## src/spb_pkg.sv

```systemverilog
/*
 * Shared constants and types for the serial pass-through bridge.
 * Assumes a single system clock; every other file imports this package.
 */
package spb_pkg;

    // System clock and serial framing
    localparam int unsigned CLK_HZ     = 250_000_000;
    localparam int unsigned BAUD_MAX   = 9600;
    localparam int unsigned OVERSAMPLE = 16;
    localparam int unsigned DATA_BITS  = 8;
    localparam int unsigned CHANNELS   = 2;
    localparam int unsigned FIFO_DEPTH = 2;

    // Oversample tick positions within one bit time, and data bit indices within a byte
    localparam logic [3:0] TICK_MID   = 4'h7;
    localparam logic [3:0] TICK_LAST  = 4'hF;
    localparam logic [3:0] TICK_FIRST = 4'h0;
    localparam logic [2:0] BIT_FIRST  = 3'h0;
    localparam logic [2:0] BIT_LAST   = 3'h7;

    // Line levels at the host-side logic pins
    localparam logic LINE_IDLE  = 1'b1;
    localparam logic LINE_START = 1'b0;

    // Route and polarity selections
    localparam logic ROUTE_PROG   = 1'b0;
    localparam logic ROUTE_EXTRA  = 1'b1;
    localparam logic POL_INVERTED = 1'b0;
    localparam logic POL_TRUE     = 1'b1;

    // Channel indices
    localparam int unsigned CH_TO_TARGET = 0;
    localparam int unsigned CH_TO_HOST   = 1;

    typedef enum logic [1:0] {
        SPB_IDLE  = 2'b00,
        SPB_START = 2'b01,
        SPB_DATA  = 2'b10,
        SPB_STOP  = 2'b11
    } spb_bit_state_type;

    // Oversample divider; rounds down so sampling never runs slow
    function automatic int unsigned spb_divider(input int unsigned clk_hz,
                                                input int unsigned baud);
        return clk_hz / (baud * OVERSAMPLE);
    endfunction

endpackage

```

## src/spb_fifo2.sv

```systemverilog
/*
 * Small valid/ready word buffer, two entries by default.
 * Assumes both sides share clk_sys; ce low freezes all state.
 */
`timescale 1ns/100ps
module spb_fifo2 #(
    parameter int unsigned WIDTH = 8,
    parameter int unsigned DEPTH = spb_pkg::FIFO_DEPTH
) (
    // Clock, reset, enable
    input  wire logic             clk_sys,
    input  wire logic             arst_n,
    input  wire logic             ce,
    // Fill side
    input  wire logic             in_valid,
    output logic                  in_ready,
    input  wire logic [WIDTH-1:0] in_data,
    // Drain side
    output logic                  out_valid,
    input  wire logic             out_ready,
    output logic [WIDTH-1:0]      out_data
);
    import spb_pkg::*;

    localparam int unsigned PW = (DEPTH > 1) ? $clog2(DEPTH) : 1;
    localparam int unsigned CW = $clog2(DEPTH + 1);

    if (DEPTH < 2 || (DEPTH & (DEPTH - 1)) != 0 || WIDTH < 1) begin : g_bad
        $error("spb_fifo2: DEPTH must be a power of two of at least 2");
    end

    logic [WIDTH-1:0] mem_q [DEPTH];
    logic [PW-1:0]    wr_q;
    logic [PW-1:0]    rd_q;
    logic [CW-1:0]    cnt_q;
    logic             push;
    logic             pop;

    assign in_ready  = (cnt_q != CW'(DEPTH));
    assign out_valid = (cnt_q != '0);
    assign out_data  = mem_q[rd_q];
    assign push      = ce && in_valid && in_ready;
    assign pop       = ce && out_valid && out_ready;

    always_ff @(posedge clk_sys) begin
        if (push) begin
            mem_q[wr_q] <= in_data;
        end
    end

    always_ff @(posedge clk_sys or negedge arst_n) begin
        if (!arst_n) begin
            wr_q  <= '0;
            rd_q  <= '0;
            cnt_q <= '0;
        end else begin
            if (push) begin
                wr_q <= wr_q + PW'(1);
            end
            if (pop) begin
                rd_q <= rd_q + PW'(1);
            end
            if (push && !pop) begin
                cnt_q <= cnt_q + CW'(1);
            end else if (pop && !push) begin
                cnt_q <= cnt_q - CW'(1);
            end
        end
    end

endmodule

```

## src/spb_bridge.sv

```systemverilog
/*
 * Serial pass-through bridge between the host UART pins and a target chip.
 * Assumes host pins sit behind a level converter (idle high, TTL sense),
 * all inputs synchronous to clk_sys, and the target wired as configured.
 */
// What this block does
// - Relays bytes both ways, up to 9600 baud.
// - Route over programming lines or extra lines.
// - Selectable inverted or true target polarity.
// - Inverted mode: target idles like TTL UART.
// - Host side handled by own hardware UART.
// - Clock line driven out on programming route; data line only sampled.
`timescale 1ns/100ps
module spb_bridge #(
    parameter int unsigned CLK_HZ = spb_pkg::CLK_HZ,
    parameter int unsigned BAUD   = spb_pkg::BAUD_MAX
) (
    // Clock, reset, enable
    input  wire logic clk_sys,
    input  wire logic arst_n,
    input  wire logic ce,
    // Configuration
    input  wire logic route_sel,
    input  wire logic pol_sel,
    // Host UART pins
    input  wire logic host_uart_rx_pin,
    output logic      host_uart_tx_pin,
    // Programming lines
    output logic      prog_clock_line_o,
    output logic      prog_clock_line_oe,
    input  wire logic prog_data_line_i,
    output logic      prog_data_line_o,
    output logic      prog_data_line_oe,
    // Dedicated target UART lines
    output logic      target_uart_rx_line,
    input  wire logic target_uart_tx_line,
    // Status
    output logic [spb_pkg::CHANNELS-1:0] overrun_q,
    output logic [spb_pkg::CHANNELS-1:0] framing_q
);
    import spb_pkg::*;

    localparam int unsigned DIV = spb_divider(CLK_HZ, BAUD);
    localparam int unsigned DW  = (DIV > 1) ? $clog2(DIV) : 1;

    if (BAUD == 0 || BAUD > BAUD_MAX || DIV < 1) begin : g_bad
        $error("spb_bridge: baud rate not served by this clock");
    end

    // Oversample tick shared by all receivers and transmitters
    logic [DW-1:0] div_q;
    logic          tick_q;

    always_ff @(posedge clk_sys or negedge arst_n) begin
        if (!arst_n) begin
            div_q  <= '0;
            tick_q <= 1'b0;
        end else if (ce) begin
            if (div_q == DW'(DIV - 1)) begin
                div_q  <= '0;
                tick_q <= 1'b1;
            end else begin
                div_q  <= div_q + DW'(1);
                tick_q <= 1'b0;
            end
        end
    end

    // Input capture; target side brought to host sense before framing
    logic [CHANNELS-1:0] line_in_q;

    always_ff @(posedge clk_sys or negedge arst_n) begin
        if (!arst_n) begin
            line_in_q <= {CHANNELS{LINE_IDLE}};
        end else if (ce) begin
            line_in_q[CH_TO_TARGET] <= host_uart_rx_pin;
            if (route_sel == ROUTE_PROG) begin
                line_in_q[CH_TO_HOST] <= prog_data_line_i ^ (pol_sel == POL_TRUE);
            end else begin
                line_in_q[CH_TO_HOST] <= target_uart_tx_line ^ (pol_sel == POL_TRUE);
            end
        end
    end

    logic [CHANNELS-1:0] tx_line_q;

    for (genvar c = 0; c < CHANNELS; c++) begin : g_ch
        spb_bit_state_type    rx_st_q;
        logic [3:0]           rx_tick_q;
        logic [2:0]           rx_bit_q;
        logic [DATA_BITS-1:0] rx_sh_q;
        logic                 rx_vld_q;
        logic                 buf_in_ready;
        logic                 buf_out_valid;
        logic [DATA_BITS-1:0] buf_out_data;
        spb_bit_state_type    tx_st_q;
        logic [3:0]           tx_tick_q;
        logic [2:0]           tx_bit_q;
        logic [DATA_BITS-1:0] tx_sh_q;
        logic                 line;

        assign line = line_in_q[c];

        // Receiver: start checked at mid bit, then one sample per bit
        always_ff @(posedge clk_sys or negedge arst_n) begin
            if (!arst_n) begin
                rx_st_q      <= SPB_IDLE;
                rx_tick_q    <= TICK_FIRST;
                rx_bit_q     <= BIT_FIRST;
                rx_sh_q      <= '0;
                rx_vld_q     <= 1'b0;
                overrun_q[c] <= 1'b0;
                framing_q[c] <= 1'b0;
            end else if (ce) begin
                rx_vld_q <= 1'b0;
                if (tick_q) begin
                    case (rx_st_q)
                        SPB_IDLE: begin
                            if (line == LINE_START) begin
                                rx_st_q   <= SPB_START;
                                rx_tick_q <= TICK_FIRST;
                            end
                        end
                        SPB_START: begin
                            if (rx_tick_q == TICK_MID) begin
                                rx_tick_q <= TICK_FIRST;
                                rx_bit_q  <= BIT_FIRST;
                                rx_st_q   <= (line == LINE_START) ? SPB_DATA : SPB_IDLE;
                            end else begin
                                rx_tick_q <= rx_tick_q + 4'h1;
                            end
                        end
                        SPB_DATA: begin
                            if (rx_tick_q == TICK_LAST) begin
                                rx_tick_q <= TICK_FIRST;
                                rx_sh_q   <= {line, rx_sh_q[DATA_BITS-1:1]};
                                if (rx_bit_q == BIT_LAST) begin
                                    rx_st_q <= SPB_STOP;
                                end else begin
                                    rx_bit_q <= rx_bit_q + 3'h1;
                                end
                            end else begin
                                rx_tick_q <= rx_tick_q + 4'h1;
                            end
                        end
                        SPB_STOP: begin
                            if (rx_tick_q == TICK_LAST) begin
                                rx_st_q <= SPB_IDLE;
                                if (line != LINE_IDLE) begin
                                    framing_q[c] <= 1'b1;
                                end else if (buf_in_ready) begin
                                    rx_vld_q <= 1'b1;
                                end else begin
                                    // Serial source cannot be stalled; byte dropped
                                    overrun_q[c] <= 1'b1;
                                end
                            end else begin
                                rx_tick_q <= rx_tick_q + 4'h1;
                            end
                        end
                        default: rx_st_q <= SPB_IDLE;
                    endcase
                end
            end
        end

        // Absorbs a slow drain so back-to-back bytes are not lost
        spb_fifo2 #(
            .WIDTH (DATA_BITS),
            .DEPTH (FIFO_DEPTH)
        ) u_buf (
            .clk_sys   (clk_sys),
            .arst_n    (arst_n),
            .ce        (ce),
            .in_valid  (rx_vld_q),
            .in_ready  (buf_in_ready),
            .in_data   (rx_sh_q),
            .out_valid (buf_out_valid),
            .out_ready (tx_st_q == SPB_IDLE && tick_q),
            .out_data  (buf_out_data)
        );

        // Transmitter: 8N1, LSB first, sixteen ticks per bit
        always_ff @(posedge clk_sys or negedge arst_n) begin
            if (!arst_n) begin
                tx_st_q      <= SPB_IDLE;
                tx_tick_q    <= TICK_FIRST;
                tx_bit_q     <= BIT_FIRST;
                tx_sh_q      <= '0;
                tx_line_q[c] <= LINE_IDLE;
            end else if (ce) begin
                case (tx_st_q)
                    SPB_IDLE: begin
                        // Start on a tick so the start bit is a full bit time
                        if (buf_out_valid && tick_q) begin
                            tx_sh_q      <= buf_out_data;
                            tx_st_q      <= SPB_START;
                            tx_tick_q    <= TICK_FIRST;
                            tx_line_q[c] <= LINE_START;
                        end
                    end
                    SPB_START: begin
                        if (tick_q) begin
                            if (tx_tick_q == TICK_LAST) begin
                                tx_tick_q    <= TICK_FIRST;
                                tx_bit_q     <= BIT_FIRST;
                                tx_line_q[c] <= tx_sh_q[0];
                                tx_st_q      <= SPB_DATA;
                            end else begin
                                tx_tick_q <= tx_tick_q + 4'h1;
                            end
                        end
                    end
                    SPB_DATA: begin
                        if (tick_q) begin
                            if (tx_tick_q == TICK_LAST) begin
                                tx_tick_q <= TICK_FIRST;
                                if (tx_bit_q == BIT_LAST) begin
                                    tx_line_q[c] <= LINE_IDLE;
                                    tx_st_q      <= SPB_STOP;
                                end else begin
                                    tx_bit_q     <= tx_bit_q + 3'h1;
                                    tx_sh_q      <= {1'b0, tx_sh_q[DATA_BITS-1:1]};
                                    tx_line_q[c] <= tx_sh_q[1];
                                end
                            end else begin
                                tx_tick_q <= tx_tick_q + 4'h1;
                            end
                        end
                    end
                    SPB_STOP: begin
                        if (tick_q) begin
                            if (tx_tick_q == TICK_LAST) begin
                                tx_st_q <= SPB_IDLE;
                            end else begin
                                tx_tick_q <= tx_tick_q + 4'h1;
                            end
                        end
                    end
                    default: tx_st_q <= SPB_IDLE;
                endcase
            end
        end
    end

    // Pin registers; unused target line parks at idle level
    always_ff @(posedge clk_sys or negedge arst_n) begin
        if (!arst_n) begin
            host_uart_tx_pin    <= LINE_IDLE;
            prog_clock_line_o   <= LINE_IDLE;
            prog_clock_line_oe  <= 1'b0;
            prog_data_line_o    <= 1'b0;
            prog_data_line_oe   <= 1'b0;
            target_uart_rx_line <= LINE_IDLE;
        end else if (ce) begin
            host_uart_tx_pin  <= tx_line_q[CH_TO_HOST];
            prog_data_line_o  <= 1'b0;
            prog_data_line_oe <= 1'b0;
            if (route_sel == ROUTE_PROG) begin
                prog_clock_line_o   <= tx_line_q[CH_TO_TARGET] ^ (pol_sel == POL_TRUE);
                prog_clock_line_oe  <= 1'b1;
                target_uart_rx_line <= LINE_IDLE ^ (pol_sel == POL_TRUE);
            end else begin
                prog_clock_line_o   <= LINE_IDLE;
                prog_clock_line_oe  <= 1'b0;
                target_uart_rx_line <= tx_line_q[CH_TO_TARGET] ^ (pol_sel == POL_TRUE);
            end
        end
    end

endmodule

```

## config.mk

```make
export PLATFORM = sky130hd
export DESIGN_NAME = spb_bridge
export DESIGN_NICKNAME = d
export VERILOG_FILES = /design/src/spb_pkg.sv /design/src/spb_fifo2.sv /design/src/spb_bridge.sv
export SDC_FILE = /design/constraint.sdc
export NUM_CORES = 1
export LEC_CHECK = 0
export ABC_CLOCK_PERIOD_IN_PS = 3600
export BUFFER_PORTS_ARGS = -buffer_cell sky130_fd_sc_hd__clkbuf_2
export CORE_MARGIN = 2
export CORE_UTILIZATION = 32
export CTS_CLUSTER_DIAMETER = 100
export DETAILED_ROUTE_END_ITERATION = 8
export PLACE_DENSITY_LB_ADDON = 0.05
export SLEW_MARGIN = 10
export SYNTH_ARGS = -nofsm -noshare
export SYNTH_HDL_FRONTEND = slang
export SYNTH_SLANG_ARGS = --single-unit
```

## constraint.sdc

```tcl
create_clock -name clk_sys -period 3.6 [get_ports clk_sys]
set_input_delay 0.18 -clock clk_sys [delete_from_list [all_inputs] [get_ports clk_sys]]
set_output_delay 0.18 -clock clk_sys [all_outputs]
set_load 0.01 [all_outputs]
```

Yosys cells after proc, flatten, opt, wreduce, memory -nomap -nowiden. Memory sizes are Yosys's and may differ from the RTL's. Cells that the tools add are included.

Flip-flop bits (word level): 102. Latch bits: 0. Memory bits (writable): 32. ROM bits: 0. Input bits: 8. Output and inout port bits: 10. Logic and storage cells: 307. Memories kept: 2.

Memory list: g_ch[0].u_buf.mem_q (depth 2, bits a word 8, rd ports 1, clocked after Yosys merged registers in 0, wr ports 1, RTL line spb_fifo2.sv:32) `logic [WIDTH-1:0] mem_q [DEPTH];`; g_ch[1].u_buf.mem_q (depth 2, bits a word 8, rd ports 1, clocked after Yosys merged registers in 0, wr ports 1, RTL line spb_fifo2.sv:32).

Add/sub/neg operators: 17. Multipliers: 0. Divide/modulo/power cells: 0. $lt $le $gt $ge: 0. Equal/unequal tests: 61. Shift-type cells: 0. Mux-type cells: 122. Bitwise gates (word level): 8. Reduce and logical (&&, ||, !) cells: 60.

Operator list (number): 4-bit two-way mux (18); 2-bit inequality test (second input constant) (34); 2-bit two-way mux (32); 8-bit two-way mux (8); 3-bit two-way mux (16); 7-bit AND reduction (6); 6-bit AND reduction (6); 2-bit one-hot mux with 4 select lines (4); 4-bit one-hot mux with 4 select lines (2); 8-bit one-hot mux with 2 select lines (2); 1-bit two-way mux (31); 3-bit one-hot mux with 2 select lines (4); 4-bit one-hot mux with 3 select lines (2); 5-bit AND reduction (4); 2-bit nonzero test (10); 9-bit AND reduction (2); 4-bit by 1-bit adder with 4-bit output (second input constant) (4); 2-bit == test (second input constant) (8); 4-bit == test (second input constant) (4); 1-bit logical AND (16); 4-bit AND reduction (4); 3-bit by 1-bit adder with 3-bit output (second input constant) (4); 3-bit == test (second input constant) (4); 11-bit by 1-bit adder with 11-bit output (second input constant) (1); other kinds (15) (42).

Longest topological paths before layout. Gate-level depths: netlist of the first run.

Word-level depth: 6. Gate-level depth with buffers: 8. Depth with buffers taken out: 7.

Modules after synthesis. Synthesis of the first run repeated with hierarchy kept, for this count alone.

Cell total of the unflattened synthesis: 537. Area total of the unflattened synthesis: 6711.4 µm².

By module, submodules not included: spb_bridge (times used 1, cells an instance 453, area each 5139.9 µm², seq. area each 2361.0 µm²); spb_fifo2 (times used 2, cells an instance 42, area each 785.8 µm², seq. area each 580.6 µm²).

Worst setup path after synthesis of the first run. No wires, ideal clock.

Path type: register to register. From: register g_ch[0].tx_bit_q[0]. To: register g_ch[0].tx_sh_q[0]. Library setup time: 0.128 ns. Arrival: 1.669 ns. Data required time: 3.472 ns. Slack: 1.803 ns. Cell stages (with the launch flop): 7. Buffers on the path: 1. Period minus slack after synthesis: 1.797 ns. Path through: dfrtp_1 -> ha_1 -> ha_1 -> clkbuf_1 -> o32ai_2 -> nand2_2 -> mux2_1.

Cells in the longest elaborated chain, start to end: 3.

RTL lines: start: declaration (RTL line spb_bridge.sv:98) `logic [2:0] tx_bit_q;`; start signal: assignment (RTL line spb_bridge.sv:222) `tx_bit_q <= tx_bit_q + 3'h1;`; 3-bit == test (RTL line spb_bridge.sv:218) `if (tx_bit_q == BIT_LAST) begin`; 2-bit inequality test (no line); 6-bit AND reduction (no line); end signal: assignment (RTL line spb_bridge.sv:196) `tx_sh_q <= buf_out_data;`; end signal: assignment (RTL line spb_bridge.sv:223) `tx_sh_q <= {1'b0, tx_sh_q[DATA_BITS-1:1]};`; end: declaration (RTL line spb_bridge.sv:99) `logic [DATA_BITS-1:0] tx_sh_q;`.

No other way between the ends. A chain may end at the register's enable or synchronous reset.

Worst setup path after layout of the first run.
From: register g_ch[0].tx_st_q[0]. To: register g_ch[0].tx_sh_q[7].

Cells in the longest elaborated chain, start to end: 3. Elaborated cells between the ends (all ways): 9. Classes of those cells: eq/ne (5); mux (1); reduce/logical (3).

RTL lines: start: declaration (RTL line spb_bridge.sv:96) `spb_bit_state_type tx_st_q;`; start signal: assignment (RTL line spb_bridge.sv:186) `tx_st_q <= SPB_IDLE;`; start signal: assignment (RTL line spb_bridge.sv:197) `tx_st_q <= SPB_START;`; start signal: assignment (RTL line spb_bridge.sv:208) `tx_st_q <= SPB_DATA;`; 2-bit == test or 2-bit zero test (tied branches) (RTL line spb_bridge.sv:192) `case (tx_st_q)`; 2-bit inequality test (no line) (tied with other cells); 6-bit AND reduction (no line).

Several ways; a longest one is shown, not always the timed one.

==> flow_summary.rst, run 1 <==
.. list-table::
   :header-rows: 1

   * - Metric
     - Value
   * - Number of buffers created by CTS
     - 17
   * - Number of hold violations in the final report
     - 0
   * - Clock period minus worst slack
     - 2.31 ns
   * - Max-capacitance violation count
     - 0
   * - Number of optimization iterations in the first detailed-route pass
     - 4
   * - Final weighted congestion of routability-driven global placement
     - 0.719
   * - Total GRT Usage
     - 12.5%
   * - Initial core utilization
     - 32.8%
   * - Filler-free cell count of the finished design
     - 828
   * - Die outline height
     - 146 um
   * - Initial antenna violation count
     - 0
   * - Critical path start-end classification
     - flop to flop
   * - Run status
     - finished clean
   * - Number of enable flip-flop cells after synthesis
     - 32
   * - Via count
     - 3989
   * - Worst vdd ir
     - 284 uV
   * - HPWL Detailed
     - 8470 um
   * - Remaining Overflow, GRT
     - 0
   * - CTS Root Cell
     - clkbuf_16
   * - Actual transition at the worst max-transition pin
     - 0.806 ns
   * - Fraction of the cycle the final worst path needs
     - 64.0%
   * - Post-Layout Inst Area
     - 7320 um2
   * - Asr flop ratio synth
     - 76.1%
   * - Syn avg cell area
     - 12.1 um2
   * - I/O pin total
     - 18
   * - Yosys top cell area share
     - 37.0%
   * - Final TNS setup
     - 0 ns
   * - Timing-limited maximum frequency
     - 434 MHz
   * - Endpoints failing setup
     - 0
   * - Placed inst area
     - 6750 um2
   * - Clock tree from TritonCTS
     - built
   * - Maximum number of pins on one net before global-route repair
     - 41
   * - Core footprint
     - 19600 um2
   * - Ys flop type
     - dfrtp_1
   * - Standard-cell rows
     - 51
   * - Post-detailed-route DRC marker count
     - 0
   * - Number of I/O port buffers
     - 15
   * - Die X-Extent
     - 146 um
   * - #FFs+latches synth
     - 134
   * - Post-DR wirelength/cell
     - 15.0 um
   * - Number of different library cells in the post-synthesis netlist
     - 63
   * - Syn. warnings
     - 0
   * - Main area contributors after synthesis
     - dfrtp_1 37%, edfxtp_1 15%, mux2_2 6.3%
   * - ANT nets after route
     - 0
   * - Clock slew seen by the registers of the worst setup and hold paths
     - 0.06 ns
   * - Inst Count DP
     - 794
   * - Slew HR
     - 46.2%
   * - Minimum hold slack
     - 0.0770 ns
   * - Share of cells above drive strength 1
     - 18.3%
   * - H-tree depth reported by CTS
     - 4
   * - Synthesized instance count
     - 532
   * - Drt total wl
     - 12400 um
   * - Power per standard cell area
     - 461 nW/um2
   * - Buffer depth of the longest clock path
     - 2
   * - Lkg Pwr
     - 3.32 nW
   * - Tightest Hold Check Type
     - input pin to flop
   * - Final Max Slew Viols
     - 0
   * - CTS Sinks
     - 134
   * - RSZ-0062 raised after global routing
     - no
   * - Wire length of the first global-routing pass
     - 21300 um
   * - Maximum fanout encountered on the critical timing path
     - 26
   * - Startpoint type of the worst setup path
     - flop
   * - Worst Path Required
     - 3.89 ns
   * - Kind of end point of the critical path
     - flop
   * - Final Net Count
     - 585
   * - Cell taking the most area after synthesis
     - dfrtp_1
   * - Leading cell type in the layout, fill and taps excluded
     - dfrtp_1
   * - Die area
     - 21200 um2
   * - Post-Synthesis Cell Area
     - 6420 um2
   * - DRC marker count from the first detailed-route iteration
     - 183
   * - Vias in the first global route
     - 4138
   * - Most frequent cells in the layout
     - 95 x dfrtp_1, 41 x nand2_1, 36 x mux2_2
   * - Via density per instance
     - 4.82
   * - Utilization after layout
     - 37.4%
   * - Clock latency on the worst-skew pair
     - 0.41 ns
   * - N_diodes
     - 0
   * - Worst path arrival time
     - 2.60 ns
   * - Area delta synth->final
     - 14.0%
   * - Worst Clk Skew
     - 0.00693 ns
   * - Seq/Total Area, Yosys
     - 54.8%
==> critical path: stages (launching register included) <==
cell and delay [ns]:
dfrtp_1 0.41, inv_1 0.14, ha_1 0.70, nand2_1 0.14, o32ai_2 0.25, nand2_2 0.19
mux2_1 0.36
==> registers in the layout, indices dropped and copies added (netlist names), 2 cells and up, named ones only <==
register	cells
g_ch.u_buf.mem_q	32
g_ch.rx_sh_q	16
g_ch.tx_sh_q	16
div_q	11
g_ch.rx_tick_q	8
g_ch.tx_tick_q	8
g_ch.rx_bit_q	6
g_ch.tx_bit_q	6
g_ch.tx_st_q	4
g_ch.u_buf.cnt_q	4
framing_q	2
g_ch.rx_st_q	2
g_ch.rx_vld_q	2
g_ch.u_buf.rd_q	2
g_ch.u_buf.wr_q	2
line_in_q	2
overrun_q	2
tx_line_q	2
==> through the flow <==
stage | setup WS [ns] | power (mW)
finish | 1.29 | 3.38
CTS | 1.26 | 3.44
floorplan | 1.80 | 1.71
global route | 1.02 | 3.52
global placement | 1.33 | 1.76
detailed placement | 1.26 | 1.77
==> Yosys cell counts, types with 10 or more instances <==
master    instances
dfrtp_1          95
nand2_1          41
mux2_2           36
o21ai_0          33
edfxtp_1         32
nor2_1           29
ha_1             27
mux2i_1          22
inv_1            15
xor2_1           14
mux2_1           11
a22o_1           10
and3_1           10
xnor2_1          10
==> worst paths after layout <==
kind,start,cells after the start,endpoint,slack (ns)
max in group asynchronous,arst_n,3,line_in_q[0],2.41
hold / removal,route_sel,2,prog_clock_line_oe,0.08
hold reg to reg,framing_q[0],1,framing_q[0],0.48
setup reg to reg,g_ch[0].tx_st_q[0],6,g_ch[0].tx_sh_q[7],1.29
setup / recovery,g_ch[0].tx_st_q[0],6,g_ch[0].tx_sh_q[7],1.29
min in group asynchronous,arst_n,2,div_q[8],0.30
==> layout make-up <==
class,count,area [um2]
sequential,134,3520
clock buffer,18,429
multi-input combinational,362,2740
tap,265,332
inverter,16,60.1
timing repair buffer,19,113
fill,1940,12300
clock inverter,14,128
==> cell families (layout without fill, tap and decap cells) <==
kind of cell               after synthesis  after routing  share of synthesized area [%]
AOI/OAI and AO/OA                       98             98                           10.7
buffers and inverters                   37             67                           2.59
muxes                                   69             69                           11.7
adders and majority gates               27             27                           5.26
other                                    1              2                         0.0584
DFF                                    134            134                           54.8
xor gates and xnor gates                24             24                           3.27
and+or+nand+nor                        142            142                           11.6
==> power breakdown <==
group          internal (mW)  switching (mW)
clock                  0.955           0.687
sequential              1.59          0.0363
combinational         0.0438          0.0686
total                   2.58           0.792
==> layer usage <==
layer  wire (um)  track usage, %  up-vias
met2        5620            19.0       48
met5           0               0        -
li1            -               -     1963
met3         326            3.04       17
met1        6270            17.3     1961
met4         201            5.00        0
==> what timing repair did <==
item | 4_1_cts | 5_1_grt
endpoints found under the hold margin | 34 | 0
buffers inserted | 0 | 0
hold buffers | 2 | 0
setup endpoints to repair | 0 | 0
gates resized for setup | 0 | 0
(Power assumes the default switching activity.)
==> run 2: changes to the inputs <==
Settings changed: ABC_CLOCK_PERIOD_IN_PS 3600 to 2400.
Clock period 3.6 ns to 2.4 ns, I/O delays scaled along.
==> flow_summary.rst, run 2 (synthesis results as in run 1) <==
.. list-table::
   :header-rows: 1

   * - Metric
     - Value
   * - Total GRT Usage
     - 12.5% (-0.075 points)
   * - Via count
     - 4024 (+0.88%)
   * - Power dissipated by switching net loads
     - 1.22 mW (+53%)
   * - Number of resized instances in the post-cts repair step
     - 0 (unchanged)
   * - Leading cell type in the layout, fill and taps excluded
     - dfrtp_1
   * - DRC marker count from the first detailed-route iteration
     - 245 (+34%)
   * - Number of fill cells in the layout
     - 1890 (-2.6%)
   * - Die X-Extent
     - 146 um (unchanged)
   * - Switching power as a share of total power
     - 21.9% (-1.5 points)
   * - ANT nets after route
     - 0 (unchanged)
   * - Via density per instance
     - 4.81 (about the same)
   * - Clock tree from TritonCTS
     - built
   * - Number of hold violations in the final report
     - 0 (unchanged)
   * - CTS Root Cell
     - clkbuf_16
   * - Worst Path Required
     - 2.70 ns (-1.19 ns)
   * - Minimum hold slack
     - 0.0450 ns (-0.0320 ns)
   * - Fraction of the cycle the final worst path needs
     - 82.2% (+18 points)
   * - Final TNS setup
     - 0 ns (unchanged)
   * - Grt met1 use
     - 16.5% (-0.79 points)
   * - Power per standard cell area
     - 737 nW/um2 (+60%)
   * - Busiest layer in global routing
     - met2
   * - Clock power share
     - 52.9% (+4.2 points)
   * - Maximum fanout encountered on the critical timing path
     - 11 (-58%)
   * - Final Max Slew Viols
     - 0 (unchanged)
   * - Worst vdd ir
     - 393 uV (+39%)
   * - Standard-cell rows
     - 51 (unchanged)
   * - Post-Layout Inst Area
     - 7510 um2 (+2.5%)
   * - Critical path start-end classification
     - flop to flop
   * - I/O pin total
     - 18 (unchanged)
   * - Slew HR
     - 65.0% (+19 points)
   * - Slowest library cell on the worst path
     - dfrtp_1
   * - H-tree depth reported by CTS
     - 4 (unchanged)
   * - Most frequent cells in the layout
     - 95 x dfrtp_1, 41 x nand2_1, 36 x mux2_2
   * - Post-DR wirelength/cell
     - 14.9 um (-0.60%)
   * - Startpoint type of the worst setup path
     - flop
   * - Maximum number of pins on one net before global-route repair
     - 77 (+88%)
   * - Comb pwr share
     - 3.1% (-0.2 points)
   * - Vias in the first global route
     - 4142 (+0.097%)
   * - Placed inst area
     - 6800 um2 (+0.85%)
   * - Drt total wl
     - 12500 um (+0.36%)
   * - Met2 demand-to-capacity share in global routing
     - 19.7% (+0.75 points)
   * - Registers with the most flip-flops
     - g_ch.u_buf.mem_q x32, g_ch.rx_sh_q x16, g_ch.tx_sh_q x16
   * - Worst path arrival time
     - 2.27 ns (-0.33 ns)
   * - Clock period minus worst slack
     - 1.97 ns (-0.334 ns)
   * - RSZ-0062 raised after global routing
     - no
   * - Actual transition at the worst max-transition pin
     - 0.525 ns (-0.281 ns)
   * - Timing-limited maximum frequency
     - 507 MHz (+17%)
   * - Remaining Overflow, GRT
     - 0 (unchanged)
   * - Worst Clk Skew
     - 0.00851 ns (+0.00158 ns)
   * - Clock slew seen by the registers of the worst setup and hold paths
     - 0.06 ns (about the same)
   * - N_diodes
     - 0 (unchanged)
   * - Initial core utilization
     - 32.8% (unchanged)
   * - Die outline height
     - 146 um (unchanged)
   * - Relative contribution of sequential cells to total power
     - 44.0% (-4.0 points)
   * - Kind of end point of the critical path
     - flop
   * - Max incr delay on CP
     - 0.42 ns (-0.28 ns)
   * - Number of optimization iterations in the first detailed-route pass
     - 5 (+1)
   * - Core footprint
     - 19600 um2 (unchanged)
   * - Share of cells above drive strength 1
     - 19.3% (+0.97 points)
   * - Register with the most flip-flops
     - g_ch.u_buf.mem_q
   * - Lkg Pwr
     - 3.43 nW (+3.1%)
   * - CTS Sinks
     - 134 (unchanged)
   * - Buffer depth of the longest clock path
     - 2 (unchanged)
   * - Post-detailed-route DRC marker count
     - 0 (unchanged)
   * - List of cells traversed by the critical path
     - inv_1 -> ha_1 -> nand2_1 -> o32ai_2 -> nand2_2 -> mux2_1
   * - Post-CTS Setup Bufs
     - 0 (unchanged)
   * - Endpoints failing setup
     - 0 (unchanged)
   * - Flip-flop count of the largest register, all copies and words added
     - 32 (unchanged)
   * - Met3 track utilization from global routing
     - 3.29% (+0.25 points)
   * - Number of buffers created by CTS
     - 17 (unchanged)
   * - Die area
     - 21200 um2 (unchanged)
   * - Wire length of the first global-routing pass
     - 21100 um (-1.0%)
   * - Max-capacitance violation count
     - 0 (unchanged)
   * - Area delta synth->final
     - 16.9%
   * - Tightest Hold Check Type
     - input pin to flop
   * - Number of buffers added to fix hold violations after cts
     - 4 (+2)
   * - Initial antenna violation count
     - 0 (unchanged)
   * - Clock latency on the worst-skew pair
     - 0.42 ns (about the same)
   * - Run status
     - finished clean
   * - Int Power
     - 4.32 mW (+67%)
   * - Final weighted congestion of routability-driven global placement
     - 0.736 (+2.5%)
   * - Number of I/O port buffers
     - 15 (unchanged)
   * - HPWL Detailed
     - 8510 um (+0.46%)
   * - Final Net Count
     - 593 (+1.4%)
[run 2: changes by cell type in the layout (fill, tap and decap cells not counted)]
cell / previous run / this run
inv_8: 0 / 1
inv_6: 4 / 5
clkbuf_1: 1 / 0
clkinv_4: 2 / 3
buf_12: 0 / 1
clkinvlp_4: 4 / 1
dlygate4sd3_1: 2 / 4
buf_4: 3 / 8
clkinv_2: 3 / 0
bufinv_16: 1 / 5
[run 2: final cells by class]
class | count | area, um2 | share of cell area, %
Clock inverter | 15 | 239 | 3.18
Timing Repair Buffer | 27 | 190 | 2.53
Tap cell | 265 | 332 | 4.42
Clock buffer | 17 | 425 | 5.67
Inverter | 16 | 60.1 | 0.800
Sequential cell | 134 | 3520 | 46.9
Multi-Input combinational cell | 362 | 2740 | 36.5
[run 2: worst max-delay path: cells and delay by family, from the launching register on]
family | cells | cell delay, ns
AO/OA/AOI/OAI | 1 | 0.23
adder cells (fa/ha/maj) | 1 | 0.40
buffers and inverters | 1 | 0.13
flip-flops | 1 | 0.42
multiplexers | 1 | 0.37
AND/OR/NAND/NOR | 2 | 0.30
[run 2: metrics by stage]
| step | std cells | power [mW] | worst slack [ns] | util (%) |
|---|---|---|---|---|
| 3_5_place_dp | 800 | 2.65 | 0.435 | 34.7 |
| 4_1_cts | 836 | 5.63 | 0.418 | 38.3 |
| 6_report | 836 | 5.54 | 0.428 | 38.3 |
| 5_1_grt | 836 | 5.75 | 0.247 | 38.3 |
| 3_3_place_gp | 800 | 2.65 | 0.489 | 34.7 |
| 2_1_floorplan | 533 | 2.56 | 0.603 | - |
[run 2: worst paths after layout]
check	start	endpoint	slack (ns)	cells past startpoint
hold reg to reg	framing_q[1]	framing_q[1]	0.48	1
max in group asynchronous	arst_n	line_in_q[1]	1.46	3
setup reg to reg	g_ch[0].tx_st_q[0]	g_ch[0].tx_sh_q[1]	0.43	6
setup / recovery	g_ch[0].tx_st_q[0]	g_ch[0].tx_sh_q[1]	0.43	6
min in group asynchronous	arst_n	div_q[8]	0.17	2
hold / removal	ce	line_in_q[1]	0.05	2
[run 2: routing by layer]
layer  wire, um  part of all wire [%]
met3        270                   2.2
met1       6390                    51
met5          0                     0
met2       5650                    45
met4        155                   1.2
[run 2: power by group through the flow]
stage               Combinational [mW]  Sequential (mW)  Clock [mW]
global route                     0.199             2.44        3.10
detailed placement               0.174             2.47           0
finish                           0.174             2.43        2.93
CTS                              0.180             2.43        3.01
global placement                 0.172             2.48           0
floorplan                       0.0959             2.46           0
==> run 3: changes to the inputs <==
Settings changed: ABC_AREA set to 1, ABC_CLOCK_PERIOD_IN_PS 2400 to 1900.
Clock period 2.4 ns to 1.9 ns, I/O delays scaled along.
==> flow_summary.rst, run 3 <==
.. list-table::
   :header-rows: 1

   * - Metric
     - Value
   * - Run status
     - finished clean
   * - Core footprint
     - 21000 um2 (+7.0%)
   * - Family with the most delay on the worst path
     - adder cells
   * - Number of optimization iterations in the first detailed-route pass
     - 5 (unchanged)
   * - Number of buffers created by CTS
     - 17 (unchanged)
   * - Worst Path Required
     - 2.19 ns (-0.51 ns)
   * - ANT nets after route
     - 0 (unchanged)
   * - Met2 demand-to-capacity share in global routing
     - 21.4% (+1.7 points)
   * - Number of different library cells in the post-synthesis netlist
     - 46 (-27%)
   * - I/O pin total
     - 18 (unchanged)
   * - Final TNS setup
     - 0 ns (unchanged)
   * - Vias in the first global route
     - 4907 (+18%)
   * - N_diodes
     - 0 (unchanged)
   * - Registers with the most flip-flops
     - g_ch.u_buf.mem_q x32, g_ch.rx_sh_q x16, g_ch.tx_sh_q x16
   * - Via density per instance
     - 4.50 (-6.5%)
   * - Asr flop ratio synth
     - 76.1% (unchanged)
   * - Worst vdd ir
     - 532 uV (+35%)
   * - Die area
     - 22400 um2 (+5.5%)
   * - Register with the most flip-flops
     - g_ch.u_buf.mem_q
   * - Total GRT Usage
     - 13.9% (+1.4 points)
   * - Placed inst area
     - 7240 um2 (+6.5%)
   * - Fraction of the cycle the final worst path needs
     - 93.5% (+11 points)
   * - Most frequent cells in the layout
     - 218 x nand2_1, 94 x dfrtp_1, 84 x inv_1
   * - Wire length of the first global-routing pass
     - 24500 um (+16%)
   * - Remaining Overflow, GRT
     - 0 (unchanged)
   * - Post-DR wirelength/cell
     - 12.8 um (-14%)
   * - Drt total wl
     - 14100 um (+13%)
   * - Max incr delay on CP
     - 0.42 ns (about the same)
   * - Cell taking the most area after synthesis
     - dfrtp_1
   * - Via count
     - 4932 (+23%)
   * - Buffer depth of the longest clock path
     - 2 (unchanged)
   * - Worst path arrival time
     - 2.06 ns (-0.21 ns)
   * - RSZ-0062 raised after global routing
     - no
   * - Buffers plus inverters on the worst setup path
     - 1 (unchanged)
   * - Crit-path most repeated cell
     - ha_1
   * - Tightest Hold Check Type
     - input pin to flop
   * - Kind of end point of the critical path
     - flop
   * - H-tree depth reported by CTS
     - 4 (unchanged)
   * - Initial core utilization
     - 32.4% (-0.39 points)
   * - Slowest library cell on the worst path
     - dfrtp_1
   * - Timing-limited maximum frequency
     - 563 MHz (+11%)
   * - Worst Clk Skew
     - 0.00864 ns (+0.000134 ns)
   * - Yosys top cell area share
     - 35.0% (-2.0 points)
   * - Critical path start-end classification
     - flop to flop
   * - Busiest layer in global routing
     - met2
   * - Post-Layout Inst Area
     - 7940 um2 (+5.8%)
   * - Standard-cell rows
     - 53 (+3.9%)
   * - DRC marker count from the first detailed-route iteration
     - 295 (+20%)
   * - Final Max Slew Viols
     - 0 (unchanged)
   * - Number of enable flip-flop cells after synthesis
     - 32 (unchanged)
   * - Grt met1 use
     - 18.9% (+2.3 points)
   * - Startpoint type of the worst setup path
     - flop
   * - Number of I/O port buffers
     - 15 (unchanged)
   * - CTS Sinks
     - 134 (unchanged)
   * - List of cells traversed by the critical path
     - inv_1 -> ha_1 -> nand3_1 -> ha_1 -> a21oi_1 -> o21ai_0 -> xor2_1
   * - Clock period minus worst slack
     - 1.78 ns (-0.196 ns)
   * - Final weighted congestion of routability-driven global placement
     - 0.783 (+6.3%)
   * - Initial antenna violation count
     - 0 (unchanged)
   * - Clock slew seen by the registers of the worst setup and hold paths
     - 0.06 ns (about the same)
   * - Power per standard cell area
     - 1180 nW/um2 (+60%)
   * - CTS Root Cell
     - clkbuf_16
   * - Post-detailed-route DRC marker count
     - 0 (unchanged)
   * - Synth top cells by count
     - 218 x nand2_1, 95 x dfrtp_1, 84 x inv_1, 68 x nand3_1, 68 x nor2_1
   * - HPWL Detailed
     - 9920 um (+17%)
   * - Syn. warnings
     - 0 (unchanged)
   * - Most repeated cell in the gate-level netlist after synthesis
     - nand2_1
   * - #FFs+latches synth
     - 134 (unchanged)
   * - Post-Synthesis Cell Area
     - 6790 um2 (+5.7%)
   * - Max-capacitance violation count
     - 0 (unchanged)
   * - Seq/Total Area, Yosys
     - 51.9% (-2.9 points)
   * - Clock tree from TritonCTS
     - built
   * - Syn avg cell area
     - 8.88 um2 (-27%)
   * - Met3 track utilization from global routing
     - 3.29% (about the same)
   * - Leading cell type in the layout, fill and taps excluded
     - nand2_1
   * - Endpoints failing setup
     - 0 (unchanged)
   * - Die X-Extent
     - 150 um (+2.7%)
   * - Flip-flop count of the largest register, all copies and words added
     - 32 (unchanged)
   * - Main area contributors after synthesis
     - dfrtp_1 35%, edfxtp_1 14%, nand2_1 12%
   * - Area delta synth->final
     - 17.0% (about the same)
   * - Lkg Pwr
     - 3.91 nW (+14%)
   * - Synthesized instance count
     - 765 (+44%)
   * - Maximum number of pins on one net before global-route repair
     - 43 (-44%)
   * - Share of cells above drive strength 1
     - 14.6% (-4.6 points)
   * - Maximum fanout encountered on the critical timing path
     - 4 (-7)
   * - Ys flop type
     - dfrtp_1
   * - Die outline height
     - 150 um (+2.7%)
   * - Final Net Count
     - 843 (+42%)
   * - Clock latency on the worst-skew pair
     - 0.42 ns (about the same)
   * - Number of hold violations in the final report
     - 0 (unchanged)
-- run 3: changes by cell type after synthesis, moves of 21 or more --
| cell | previous run | this run |
|---|---|---|
| nand2_1 | 41 | 218 |
| inv_1 | 15 | 84 |
| mux2i_1 | 22 | 1 |
| mux2_2 | 36 | 0 |
| nand3_1 | 9 | 68 |
| nor2_1 | 29 | 68 |
-- run 3: repair_timing --
item | CTS | global route
setup buffers | 0 | 1
hold buffers | 5 | 0
resized for setup | 0 | 3
endpoints found under the hold margin | 34 | 0
setup endpoints to repair | 0 | 9
-- run 3: logic make-up after synthesis --
group	count (synthesis)	share of synthesized area, %
fa+ha+maj	27	4.98
other cells	1	0.0552
buf+inv	105	6.76
flops	134	51.9
simple gates	386	25.2
xor+xnor	14	1.81
compound gates	97	9.19
mux	1	0.147
-- run 3: worst register-to-register path, stage by stage, from the launching register on --
cell     delay [ns]
dfrtp_1        0.42
inv_1          0.12
ha_1           0.24
nand3_1        0.15
ha_1           0.34
a21oi_1        0.11
o21ai_0        0.11
xor2_1         0.15
-- run 3: cell type report --
class | count | area [um2]
clock inverters | 12 | 179
repair buffers | 39 | 295
multi-input cells | 527 | 2830
fillers | 2166 | 13000
well taps | 275 | 344
flip-flops and latches | 134 | 3520
inverters | 89 | 339
clock buffers | 20 | 437
-- run 3: metrics by stage --
| stage | util, % | power (mW) | setup slack (ns) | std cells | hold slack [ns] |
|---|---|---|---|---|---|
| after detailed placement | 34.6 | 5.90 | 0.0994 | 1058 | 0.0971 |
| final | 37.9 | 9.37 | 0.124 | 1096 | 0.0916 |
| after floorplan | - | 5.32 | 0.292 | 766 | -0.201 |
| after global placement | 34.6 | 5.88 | 0.133 | 1058 | 0.108 |
| after global routing | 37.9 | 10.1 | 0.00596 | 1096 | 0.112 |
| after CTS | 37.7 | 9.44 | 0.0780 | 1095 | 0.0743 |
-- run 3: power breakdown --
part           leakage, nW  internal [mW]  switching (mW)
clock                0.291           2.20            1.26
combinational         2.15          0.851            1.39
sequential            1.47           3.36           0.315
total                 3.91           6.41            2.96
-- run 3: path summary, 6_finish.rpt --
check                                         end  slack, ns  cells after the start          startpoint
max                        g_ch[1].u_buf.cnt_q[1]       0.12                      7  g_ch[1].tx_st_q[0]
min                                  line_in_q[1]       0.09                      5    prog_data_line_i
max reg2reg                g_ch[1].u_buf.cnt_q[1]       0.12                      7  g_ch[1].tx_st_q[0]
min reg2reg                      host_uart_tx_pin       0.47                      2    host_uart_tx_pin
max in group asynchronous                div_q[2]       1.04                      3              arst_n
min in group asynchronous      g_ch[1].tx_sh_q[4]       0.19                      2              arst_n
-- run 3: layer usage --
layer	vias up	wire, um
li1	2570	-
met1	2304	7110
met2	41	6440
met3	17	308
met4	0	221
met5	-	0
